### src/hw/lpc_regs.svh
// Purpose: Constants for the low-power DDR pin command interface
// Assumes: Command codes are {select_n, row_n, col_n, wr_n}
// Notes: Shared by both ends
//
// Summary of operation
// - Controls captured on true clock rising edge
// - Data moves on both clock edges; here one word moves per sysClk rising edge
// - Clock enable high keeps internals running
// - Idle banks: precharge powerdown; else active
// - Clock enable synchronous except self-refresh exit; here that exit is also sampled on the sysClk rising edge
// - Select high masks all command inputs
// - Select plus strobes identify the command
// - Bank selects choose the target bank
// - Bank selects choose mode register loaded
// - Row on activate; column, autoprecharge bit
// - Precharge bit high closes all banks
// - Mode load takes opcode from address
// - Strobes travel with data both ways
// - Read strobe edge-aligned; write strobe centred
// - Data bus sixteen or thirty-two bits
`ifndef LPC_REGS_SVH
`define LPC_REGS_SVH
`define LPC_CMD_NOP 4'h7
`define LPC_CMD_ACT 4'h3
`define LPC_CMD_RD 4'h5
`define LPC_CMD_WR 4'h4
`define LPC_CMD_PRE 4'h2
`define LPC_CMD_REF 4'h1
`define LPC_CMD_MRS 4'h0
`define LPC_CMD_BST 4'h6
`define LPC_AP_BIT 10
`define LPC_ADDR_W 14
`define LPC_BANKS 4
`define LPC_MODE_REGS 4
`endif

### src/hw/lpc_pkg.sv
// Purpose: Types shared by both ends of the pin interface
// Assumes: Constants live in lpc_regs.svh
// Notes: Power and transfer states are binary coded
`default_nettype none
package lpc_pkg;
   typedef enum logic [1:0] {
      LPC_RUN = 2'b00,
      LPC_PDN_PRE = 2'b01,
      LPC_PDN_ACT = 2'b10,
      LPC_SREF = 2'b11
   } lpc_pwr_e;
   typedef enum logic [1:0] {
      LPC_IDLE = 2'b00,
      LPC_RDX = 2'b01,
      LPC_WRX = 2'b10
   } lpc_xfer_e;
   typedef logic [3:0] lpc_cmd_t;
endpackage
`default_nettype wire

### src/hw/lpc_if.sv
// Purpose: Pin set between controller and memory device
// Assumes: One clock; DDR modelled as one word per cycle
// Notes: Two-way pins carry in, out and enable
`default_nettype none
interface lpc_if #(parameter int DW = 16) (input wire logic sysClk);
   logic clockTrue, clockComplement, clkEnable, selectN, rowN, colN, wrN;
   logic bankSel0, bankSel1;
   logic [13:0] addr;
   logic [DW/8-1:0] writeMask;
   logic [DW-1:0] dqCtl, dqDev;
   logic dqCtlOe, dqDevOe;
   logic [DW/8-1:0] dqsCtl, dqsDev;
   logic tempFlagOut;
   // Bus level resolved from the device enable dqDevOe
   wire [DW-1:0] dq = dqDevOe ? dqDev : dqCtl;
   wire [DW/8-1:0] dqs = dqDevOe ? dqsDev : dqsCtl;
   modport dev (input clockTrue, clockComplement, clkEnable, selectN, rowN, colN, wrN,
      bankSel0, bankSel1, addr, writeMask, dqCtl, dqCtlOe, dqsCtl,
      output dqDev, dqDevOe, dqsDev, tempFlagOut);
   modport ctl (output clockTrue, clockComplement, clkEnable, selectN, rowN, colN, wrN,
      bankSel0, bankSel1, addr, writeMask, dqCtl, dqCtlOe, dqsCtl,
      input dqDev, dqDevOe, dqsDev, tempFlagOut);
endinterface
`default_nettype wire

### src/hw/lpc_device.sv
// Purpose: Device end: command decode, power states, masked store
// Assumes: dq/dqs carry one word per cycle, with no half-cycle split
// Notes: Small array stands for the memory; one beat per command
`include "lpc_regs.svh"
`default_nettype none
module lpc_device #(parameter int DW = 16, parameter int DEPTH = 64) (
   input wire logic sysClk,
   input wire logic rst,
   lpc_if.dev pins,
   input wire logic hotJunction,
   output logic [1:0] pwrState,
   output logic [`LPC_BANKS-1:0] bankOpen,
   output logic [`LPC_ADDR_W-1:0] modeReg0
);
   import lpc_pkg::*;
   localparam int NB = DW/8;
   localparam int AW = $clog2(DEPTH);
   typedef struct packed {
      lpc_pwr_e pwr;
      logic [`LPC_BANKS-1:0] open;
      logic [`LPC_BANKS-1:0][`LPC_ADDR_W-1:0] mode;
      logic [DW-1:0] rdData;
      logic oe;
      logic [NB-1:0] dqs;
      logic temp;
   } lpc_dev_s;
   lpc_dev_s st_r, st_nxt;
   logic [DW-1:0] mem [DEPTH];
   lpc_cmd_t cmd;
   logic [1:0] bank;
   logic awake, wrHit;
   logic [AW-1:0] colAddr;

   // Close one bank, leave the others as they are
   function automatic logic [`LPC_BANKS-1:0] close_bank(input logic [`LPC_BANKS-1:0] cur, input logic [1:0] b);
      logic [`LPC_BANKS-1:0] res;
      res = cur;
      res[b] = 1'b0;
      return res;
   endfunction

   // ******************
   // Decode
   // ******************
   assign cmd = {pins.selectN, pins.rowN, pins.colN, pins.wrN};
   assign bank = {pins.bankSel1, pins.bankSel0};
   assign colAddr = pins.addr[AW-1:0];
   assign awake = (st_r.pwr == LPC_RUN) && pins.clockTrue && !pins.clockComplement;
   assign wrHit = awake && pins.clkEnable && !pins.selectN && cmd == `LPC_CMD_WR && pins.dqCtlOe;

   always_comb begin
      st_nxt = st_r;
      st_nxt.temp = hotJunction;
      st_nxt.oe = 1'b0;
      st_nxt.dqs = '0;
      case (st_r.pwr)
         LPC_RUN: begin
            if (!pins.clkEnable) begin
               if (st_r.open != '0) begin
                  st_nxt.pwr = LPC_PDN_ACT;
               end else if (!pins.selectN && cmd == `LPC_CMD_REF) begin
                  st_nxt.pwr = LPC_SREF;
               end else begin
                  st_nxt.pwr = LPC_PDN_PRE;
               end
            end else if (awake && !pins.selectN) begin
               if (cmd == `LPC_CMD_ACT) begin
                  st_nxt.open[bank] = 1'b1;
               end else if (cmd == `LPC_CMD_RD) begin
                  // Read word driven in the cycle after the command
                  st_nxt.oe = 1'b1;
                  st_nxt.dqs = {NB{1'b1}};
                  st_nxt.rdData = mem[colAddr];
                  if (pins.addr[`LPC_AP_BIT]) begin
                     st_nxt.open = close_bank(st_nxt.open, bank);
                  end
               end else if (cmd == `LPC_CMD_WR) begin
                  if (pins.addr[`LPC_AP_BIT]) begin
                     st_nxt.open = close_bank(st_nxt.open, bank);
                  end
               end else if (cmd == `LPC_CMD_PRE) begin
                  if (pins.addr[`LPC_AP_BIT]) begin
                     st_nxt.open = '0;
                  end else begin
                     st_nxt.open = close_bank(st_nxt.open, bank);
                  end
               end else if (cmd == `LPC_CMD_MRS) begin
                  st_nxt.mode[bank] = pins.addr;
               end
            end
         end
         LPC_PDN_PRE, LPC_PDN_ACT: begin
            if (pins.clkEnable) begin
               st_nxt.pwr = LPC_RUN;
            end
         end
         default: begin
            st_nxt.pwr = LPC_SREF;
         end
      endcase
   end

   // ******************
   // State
   // ******************
   always_ff @(posedge sysClk or posedge rst) begin
      if (rst) begin
         st_r <= '0;
      end else if (st_r.pwr == LPC_SREF && pins.clkEnable) begin
         st_r <= '0;
      end else begin
         st_r <= st_nxt;
      end
   end

   // Masked byte store, one word per write command
   always_ff @(posedge sysClk) begin
      if (wrHit) begin
         for (int i = 0; i < NB; i++) begin
            if (!pins.writeMask[i]) begin
               mem[colAddr][i*8 +: 8] <= pins.dqCtl[i*8 +: 8];
            end
         end
      end
   end

   assign pins.dqDev = st_r.rdData;
   assign pins.dqDevOe = st_r.oe;
   assign pins.dqsDev = st_r.dqs;
   assign pins.tempFlagOut = st_r.temp;
   assign pwrState = st_r.pwr;
   assign bankOpen = st_r.open;
   assign modeReg0 = st_r.mode[0];
endmodule
`default_nettype wire

### src/flat_wrapper.sv
// flat-port wrapper written by rule: the top's interface ports become plain ports
module lpc_device_flat import lpc_pkg::*;
#(parameter int DW = 16, parameter int DEPTH = 64)
  (sysClk, rst, hotJunction, pwrState, bankOpen, modeReg0, pins_clockTrue, pins_clockComplement, pins_clkEnable, pins_selectN, pins_rowN, pins_colN, pins_wrN, pins_bankSel0, pins_bankSel1, pins_addr, pins_writeMask, pins_dqCtl, pins_dqCtlOe, pins_dqsCtl, pins_dqDev, pins_dqDevOe, pins_dqsDev, pins_tempFlagOut);
  lpc_if #(.DW(DW)) pins_i (.sysClk(sysClk));
  input wire logic sysClk;
  input wire logic rst;
  input wire logic hotJunction;
  output logic [1:0] pwrState;
  output logic [`LPC_BANKS-1:0] bankOpen;
  output logic [`LPC_ADDR_W-1:0] modeReg0;
  input wire logic [$bits(pins_i.clockTrue)-1:0] pins_clockTrue;
  input wire logic [$bits(pins_i.clockComplement)-1:0] pins_clockComplement;
  input wire logic [$bits(pins_i.clkEnable)-1:0] pins_clkEnable;
  input wire logic [$bits(pins_i.selectN)-1:0] pins_selectN;
  input wire logic [$bits(pins_i.rowN)-1:0] pins_rowN;
  input wire logic [$bits(pins_i.colN)-1:0] pins_colN;
  input wire logic [$bits(pins_i.wrN)-1:0] pins_wrN;
  input wire logic [$bits(pins_i.bankSel0)-1:0] pins_bankSel0;
  input wire logic [$bits(pins_i.bankSel1)-1:0] pins_bankSel1;
  input wire logic [$bits(pins_i.addr)-1:0] pins_addr;
  input wire logic [$bits(pins_i.writeMask)-1:0] pins_writeMask;
  input wire logic [$bits(pins_i.dqCtl)-1:0] pins_dqCtl;
  input wire logic [$bits(pins_i.dqCtlOe)-1:0] pins_dqCtlOe;
  input wire logic [$bits(pins_i.dqsCtl)-1:0] pins_dqsCtl;
  output wire logic [$bits(pins_i.dqDev)-1:0] pins_dqDev;
  output wire logic [$bits(pins_i.dqDevOe)-1:0] pins_dqDevOe;
  output wire logic [$bits(pins_i.dqsDev)-1:0] pins_dqsDev;
  output wire logic [$bits(pins_i.tempFlagOut)-1:0] pins_tempFlagOut;
  assign pins_i.clockTrue = pins_clockTrue;
  assign pins_i.clockComplement = pins_clockComplement;
  assign pins_i.clkEnable = pins_clkEnable;
  assign pins_i.selectN = pins_selectN;
  assign pins_i.rowN = pins_rowN;
  assign pins_i.colN = pins_colN;
  assign pins_i.wrN = pins_wrN;
  assign pins_i.bankSel0 = pins_bankSel0;
  assign pins_i.bankSel1 = pins_bankSel1;
  assign pins_i.addr = pins_addr;
  assign pins_i.writeMask = pins_writeMask;
  assign pins_i.dqCtl = pins_dqCtl;
  assign pins_i.dqCtlOe = pins_dqCtlOe;
  assign pins_i.dqsCtl = pins_dqsCtl;
  assign pins_dqDev = pins_i.dqDev;
  assign pins_dqDevOe = pins_i.dqDevOe;
  assign pins_dqsDev = pins_i.dqsDev;
  assign pins_tempFlagOut = pins_i.tempFlagOut;
  lpc_device #(.DW(DW), .DEPTH(DEPTH)) u_core (.sysClk(sysClk), .rst(rst), .pins(pins_i), .hotJunction(hotJunction), .pwrState(pwrState), .bankOpen(bankOpen), .modeReg0(modeReg0));
endmodule
### config.mk
export PLATFORM = sky130hd
export DESIGN_NAME = lpc_device_flat
export DESIGN_NICKNAME = d
export VERILOG_FILES = /design/src/hw/lpc_pkg.sv /design/src/hw/lpc_if.sv /design/src/hw/lpc_device.sv /design/src/flat_wrapper.sv
export VERILOG_INCLUDE_DIRS = /design/src /design/src/hw
export SDC_FILE = /design/constraint.sdc
export NUM_CORES = 1
export LEC_CHECK = 0
export ABC_AREA = 1
export BUFFER_PORTS_ARGS = -buffer_cell sky130_fd_sc_hd__buf_2
export CORE_AREA = 2 2 298 358
export DETAILED_ROUTE_END_ITERATION = 8
export DIE_AREA = 0 0 300 360
export SKIP_LAST_GASP = 1
export SLEW_MARGIN = 20
export SYNTH_ARGS = -nofsm -noshare
export SYNTH_HDL_FRONTEND = slang
export SYNTH_SLANG_ARGS = --single-unit
### constraint.sdc
create_clock -name sysClk -period 2.3 [get_ports sysClk]
set_input_delay 0.69 -clock sysClk [delete_from_list [all_inputs] [get_ports sysClk]]
set_output_delay 0.69 -clock sysClk [all_outputs]
set_load 0.01 [all_outputs]
* Word-level counts from Yosys, hierarchy flattened
Memories as Yosys holds them, arrays and structs flattened.
Index checks and enable logic that the tools add are counted.
** Storage, ports and cells
- Output and inout port bits :: 40
- Bits in writable memories :: 1024
- Word-level logic and storage cells :: 88
- Input bits :: 47
- Memories kept :: 1
- Flip-flop bits (word level) :: 82
** Cells by class
- Bitwise operators :: 3
- Reduce and logical (&&, ||, !) cells :: 26
- Muxes and demuxes :: 32
- $lt $le $gt $ge :: 2
- Eq/ne operators :: 14
** Memory list
- u_core.mem :: depth 64, bits a word 16, rd ports 1, clocked after Yosys merged registers in 0, write ports 1, RTL line lpc_device.sv:28 : logic [DW-1:0] mem [DEPTH];
** Operators with widths (number)
- $mux W79 :: 3
- $mux W56 :: 4
- $mux W82 :: 1
- $mux W75 :: 1
- $bwmux W56 :: 1
- $demux W14 S2 :: 1
- $mux W4 :: 6
- $mux W19 :: 1
- $mux W14 :: 1
- $logic_and A1 B1 Y1 :: 10
- $reduce_bool A2 Y1 :: 5
- $eq A4 B2 Y1 const B :: 2
- $eq A4 B3 Y1 const B :: 2
- $mux W2 :: 4
- $ne A2 B2 Y1 const B :: 4
- $reduce_and A8 Y1 :: 1
- $mux W1 :: 7
- $reduce_and A5 Y1 :: 1
- $reduce_bool A5 Y1 :: 1
- $and A4 B4 Y4 :: 1
- $eq A2 B2 Y1 const B :: 2
- $eq A4 B1 Y1 const B :: 1
- $logic_not A4 Y1 :: 1
- $not A4 Y4 :: 1
- other kinds (14) :: 15

* Depth between registers and ports, before layout
- Depth after elaboration :: 15
- Mapped depth :: 13
- Depth with buffers taken out :: 10

* Worst setup path before layout
OpenSTA, ideal clock, no wires.
- Kind :: input to register
- Start :: in pins_selectN
- End :: mem u_core.mem[32][0] (enable)
- Stages :: 8
- Data arrival time :: 2.250 ns
- Data required time :: 1.917 ns
- Slack :: -0.333 ns
- Cells stage by stage :: nor2_1 nand3_1 nor2_1 inv_1 nor3_2 nand2_2 buf_2 nor3_1
** On the way
- Longest elaborated chain between the ends :: 6
- Elaborated cells between the ends (all ways) :: 7
- Those cells by class :: eq/ne (1); mux (2); reduce/logical (4)
** Ends and longest elaborated chain
- from (decl) :: RTL line flat_wrapper.sv:15 : input wire logic [$bits(pins_i.selectN)-1:0] pins_selectN;
- parallel branches: the longest is 2 deep, another holds $eq A4 B3 Y1
- $logic_and A1 B1 Y1 (no source line) (*)
- $logic_and A1 B1 Y1 (*) :: RTL line lpc_device.sv:49 : assign wrHit = awake && pins.clkEnable && !pins.selectN && cmd == `LPC_CMD_WR && pins.dqCtlOe;
- $mux W1 (*) :: RTL line lpc_device.sv:118 : if (wrHit) begin
- $mux W1 (not written as such) (*) :: RTL line lpc_device.sv:121 : mem[colAddr][i*8 +: 8] <= pins.dqCtl[i*8 +: 8];
- to (decl) :: RTL line lpc_device.sv:28
Every way passes the cells marked *.

* Worst setup path after layout
- Start :: reg u_core.st_r, in the netlist u_core.pwrState[1]
- End :: mem u_core.mem[57][15] (enable)
** On the way
- Longest elaborated chain between the ends :: 9
** Ends and longest elaborated chain
- from (decl) :: RTL line lpc_device.sv:27 : lpc_dev_s st_r, st_nxt;
- from (signal assigned) :: RTL line lpc_device.sv:112 : st_r <= st_nxt;
- $logic_not A2 Y1 :: RTL line lpc_device.sv:48 : assign awake = (st_r.pwr == LPC_RUN) && pins.clockTrue && !pins.clockComplement;
- $logic_and A1 B1 Y1 (2 in series) :: RTL line lpc_device.sv:48
- $logic_and A1 B1 Y1 (2 in series) :: RTL line lpc_device.sv:49
- $logic_and A1 B1 Y1 (no source line)
- $logic_and A1 B1 Y1 :: RTL line lpc_device.sv:49
- $mux W1 :: RTL line lpc_device.sv:118
- $mux W1 (not written as such) :: RTL line lpc_device.sv:121
Every way passes these cells.

==> results.tsv <==
metric	value	unit
TritonCTS Sinks	1062	
vias per inst	4.87	
number of nets with antenna violations after routing	0	
critical path class	register to register	
CTS tree	yes	
fin crit share	1.05	
Rows	130	
first-pass GRT wire length	182000	µm
gpl congestion	0.841	
starting density of the core	0.447	
Req. time, crit path	2.67	ns
Post-Syn Nets	4628	
Pins Over Slew Limit	0	
crit path DAT	2.78	ns
WL/cell	18.7	µm
Worst Setup End Kind	register	
die area	108000	µm²
worst-margin pin slew	0.800	ns
IO buf count	84	
vias in the first global route	30854	
Worst Clk Skew	0.0276	ns
die width	300	µm
Mapped Cells	4579	
failing checks	negative setup slack	
Final Power	41.5	mW
Area Overhead vs Synth	25.2	%
final instance area	58500	µm²
total gr overflow	0	
antenna violations before repair	3	
Synth Register Bits	1062	
post-DP HPWL	78400	µm
via count	31581	
r2r setup slk	-0.11	ns
Clock transition at path regs	0.06	ns
Pwr Density	710	nW/µm²
# Max-Cap Violations	0	
worst hold slack	0.0451	ns
Global Route Usage Sum	0.224	
RSZ-0062 raised after global routing	true	
fin nets	5064	
root buf cell	clkbuf_16	
Seq/Total Area, Yosys	0.679	
Setup TNS	-30.55	ns
Final WS setup	-0.105	ns
Peak VDD IR	0.586	mV
worst setup path start	u_core.pwrState[1]	
Post-DP Area	54400	µm²
Mean Syn Cell Area	10.2	µm²
ys async rst share	0.0358	
ANT cells	0	
largest net degree at the start of global routing	65	
LEAKAGE	26.7	nW
Place WS	-0.405	ns
status	finished, violations left	
synth warn	0	
Longest Clk Path Bufs	3	
R2R Path Start	u_core.pwrState[1]	
share of layout cells above drive strength 1	0.181	
Startpoint Class	register	
EDFF count, synth	1024	
worst min-delay path class	primary input to asynchronous set/reset pin	
minimum clock period	2.41	ns
Slew headroom	0.467	
Iter 0 DRT Violations	2661	
# hold bufs at CTS	0	
Die Height	360	µm
io pins	87	
TritonCTS Buffers	103	
clock latency on the worst-skew pair	0.69	ns
Final Setup Violations	803	
drt first pass iters	5	
ys flop type	edfxtp_1	
Final Hold Fails	0	
Synth cell types	33	
fmax	0.416	GHz
Mapped Area	46700	µm²
core footprint	104000	µm²
H-tree Lvls	3	
Post-Route WL	121000	µm
CP max FO	19	
Residual DRC	0	
==> Yosys cell counts (8+ instances only) <==
library cell	n	share of area
buf_2	133	0.014
inv_2	9	0.00072
buf_4	24	0.0039
nor3_2	22	0.0047
clkbuf_1	46	0.0037
o21ai_0	79	0.0085
dfrtp_1	38	0.020
nor3_1	110	0.012
inv_1	951	0.076
o211ai_1	17	0.0027
nand3_1	496	0.053
o21ai_1	60	0.0064
nor2_1	88	0.0071
edfxtp_1	1024	0.66
nand2_1	1365	0.11
buf_6	8	0.0019
or2_2	52	0.0070
or2_0	10	0.0013
==> state kept, by name, summed over array words and instances, names as in the netlist <==
name	cells
u_core.pins.dqDev	16
u_core.bankOpen	4
u_core.pins.dqsDev	1
u_core.pwrState	2
u_core.mem	1024
u_core.modeReg0	14
u_core.pins.tempFlagOut	1
==> power breakdown <==
part           internal [mW]  switching (mW)  leakage [nW]  total (mW)
Clock                   9.88            7.28          1.66        17.2
Combinational           1.07            2.04          15.3        3.10
Sequential              21.2          0.0376          9.72        21.3
==> metal layers <==
metal  wire length (µm)  global-route usage  vias up
met3               5590              0.0215      203
li1                   -                   -    15527
met4               4620              0.0815        0
met2              61100               0.394      767
met1              49800               0.287    15084
met5                  0                   0        -
==> what timing repair did <==
action,4_1_cts,5_1_grt
endpoints found under the setup margin,892,1022
setup buffers,4,1
gates resized for setup,37,73
pin swaps,2,11
gates cloned,1,5
==> cell usage in the layout, fill, tap and decap left out, drive strengths merged, types with 37 or more instances in the layout <==
cell type / count
inv: 969
o21ai: 140
clkbuf: 129
clkinv: 37
dfrtp: 38
nor2: 90
nor3: 139
buf: 538
nand3: 497
edfxtp: 1024
nand2: 1373
or2: 65
==> stage by stage <==
step,std cells,util
3_5_place_dp,6285,0.521
2_1_floorplan,4579,-
3_3_place_gp,6285,0.521
5_1_grt,6484,0.560
4_1_cts,6478,0.556
6_report,6484,0.560
==> cells by family (layout without fill, tap and decap cells) <==
group	after synthesis	after routing	synth area share
fa+ha+maj	2	2	0.000536
compound gates	165	165	0.0187
flops	1062	1062	0.679
buf+inv	1176	1693	0.101
simple gates	2174	2176	0.201
==> final cells by class <==
class                      instances  area (µm²)
fill                            8678       45900
sequential                      1062       31700
multi-input combinational       2343       11600
timing repair buffer             542        6390
inverter                         963        3630
clock buffer                     125        2710
tap                             1386        1730
clock inverter                    63         709
==> worst max-delay path, cell delays in order (launching register included) <==
cell	delay (ns)
dfrtp_1	0.39
inv_2	0.08
ha_4	0.14
nand3_4	0.08
nor2_4	0.13
inv_2	0.06
nor3_4	0.26
buf_12	0.21
nand2_8	0.13
buf_12	0.21
nor3_2	0.16
buf_6	0.18
==> final timing paths <==
| kind | end | depth (start not counted) |
|---|---|---|
| hold reg to reg | u_core.pins.dqDev[0] | 2 |
| setup / recovery | u_core.mem[57][15] | 11 |
| min in group sysClk | u_core.pins.tempFlagOut | 3 |
| hold / removal | u_core.bankOpen[0] | 3 |
| setup reg to reg | u_core.mem[57][15] | 11 |
| max in group asynchronous | u_core.pins.dqDev[5] | 3 |
No activity file was read; power rests on OpenSTA's default activity.
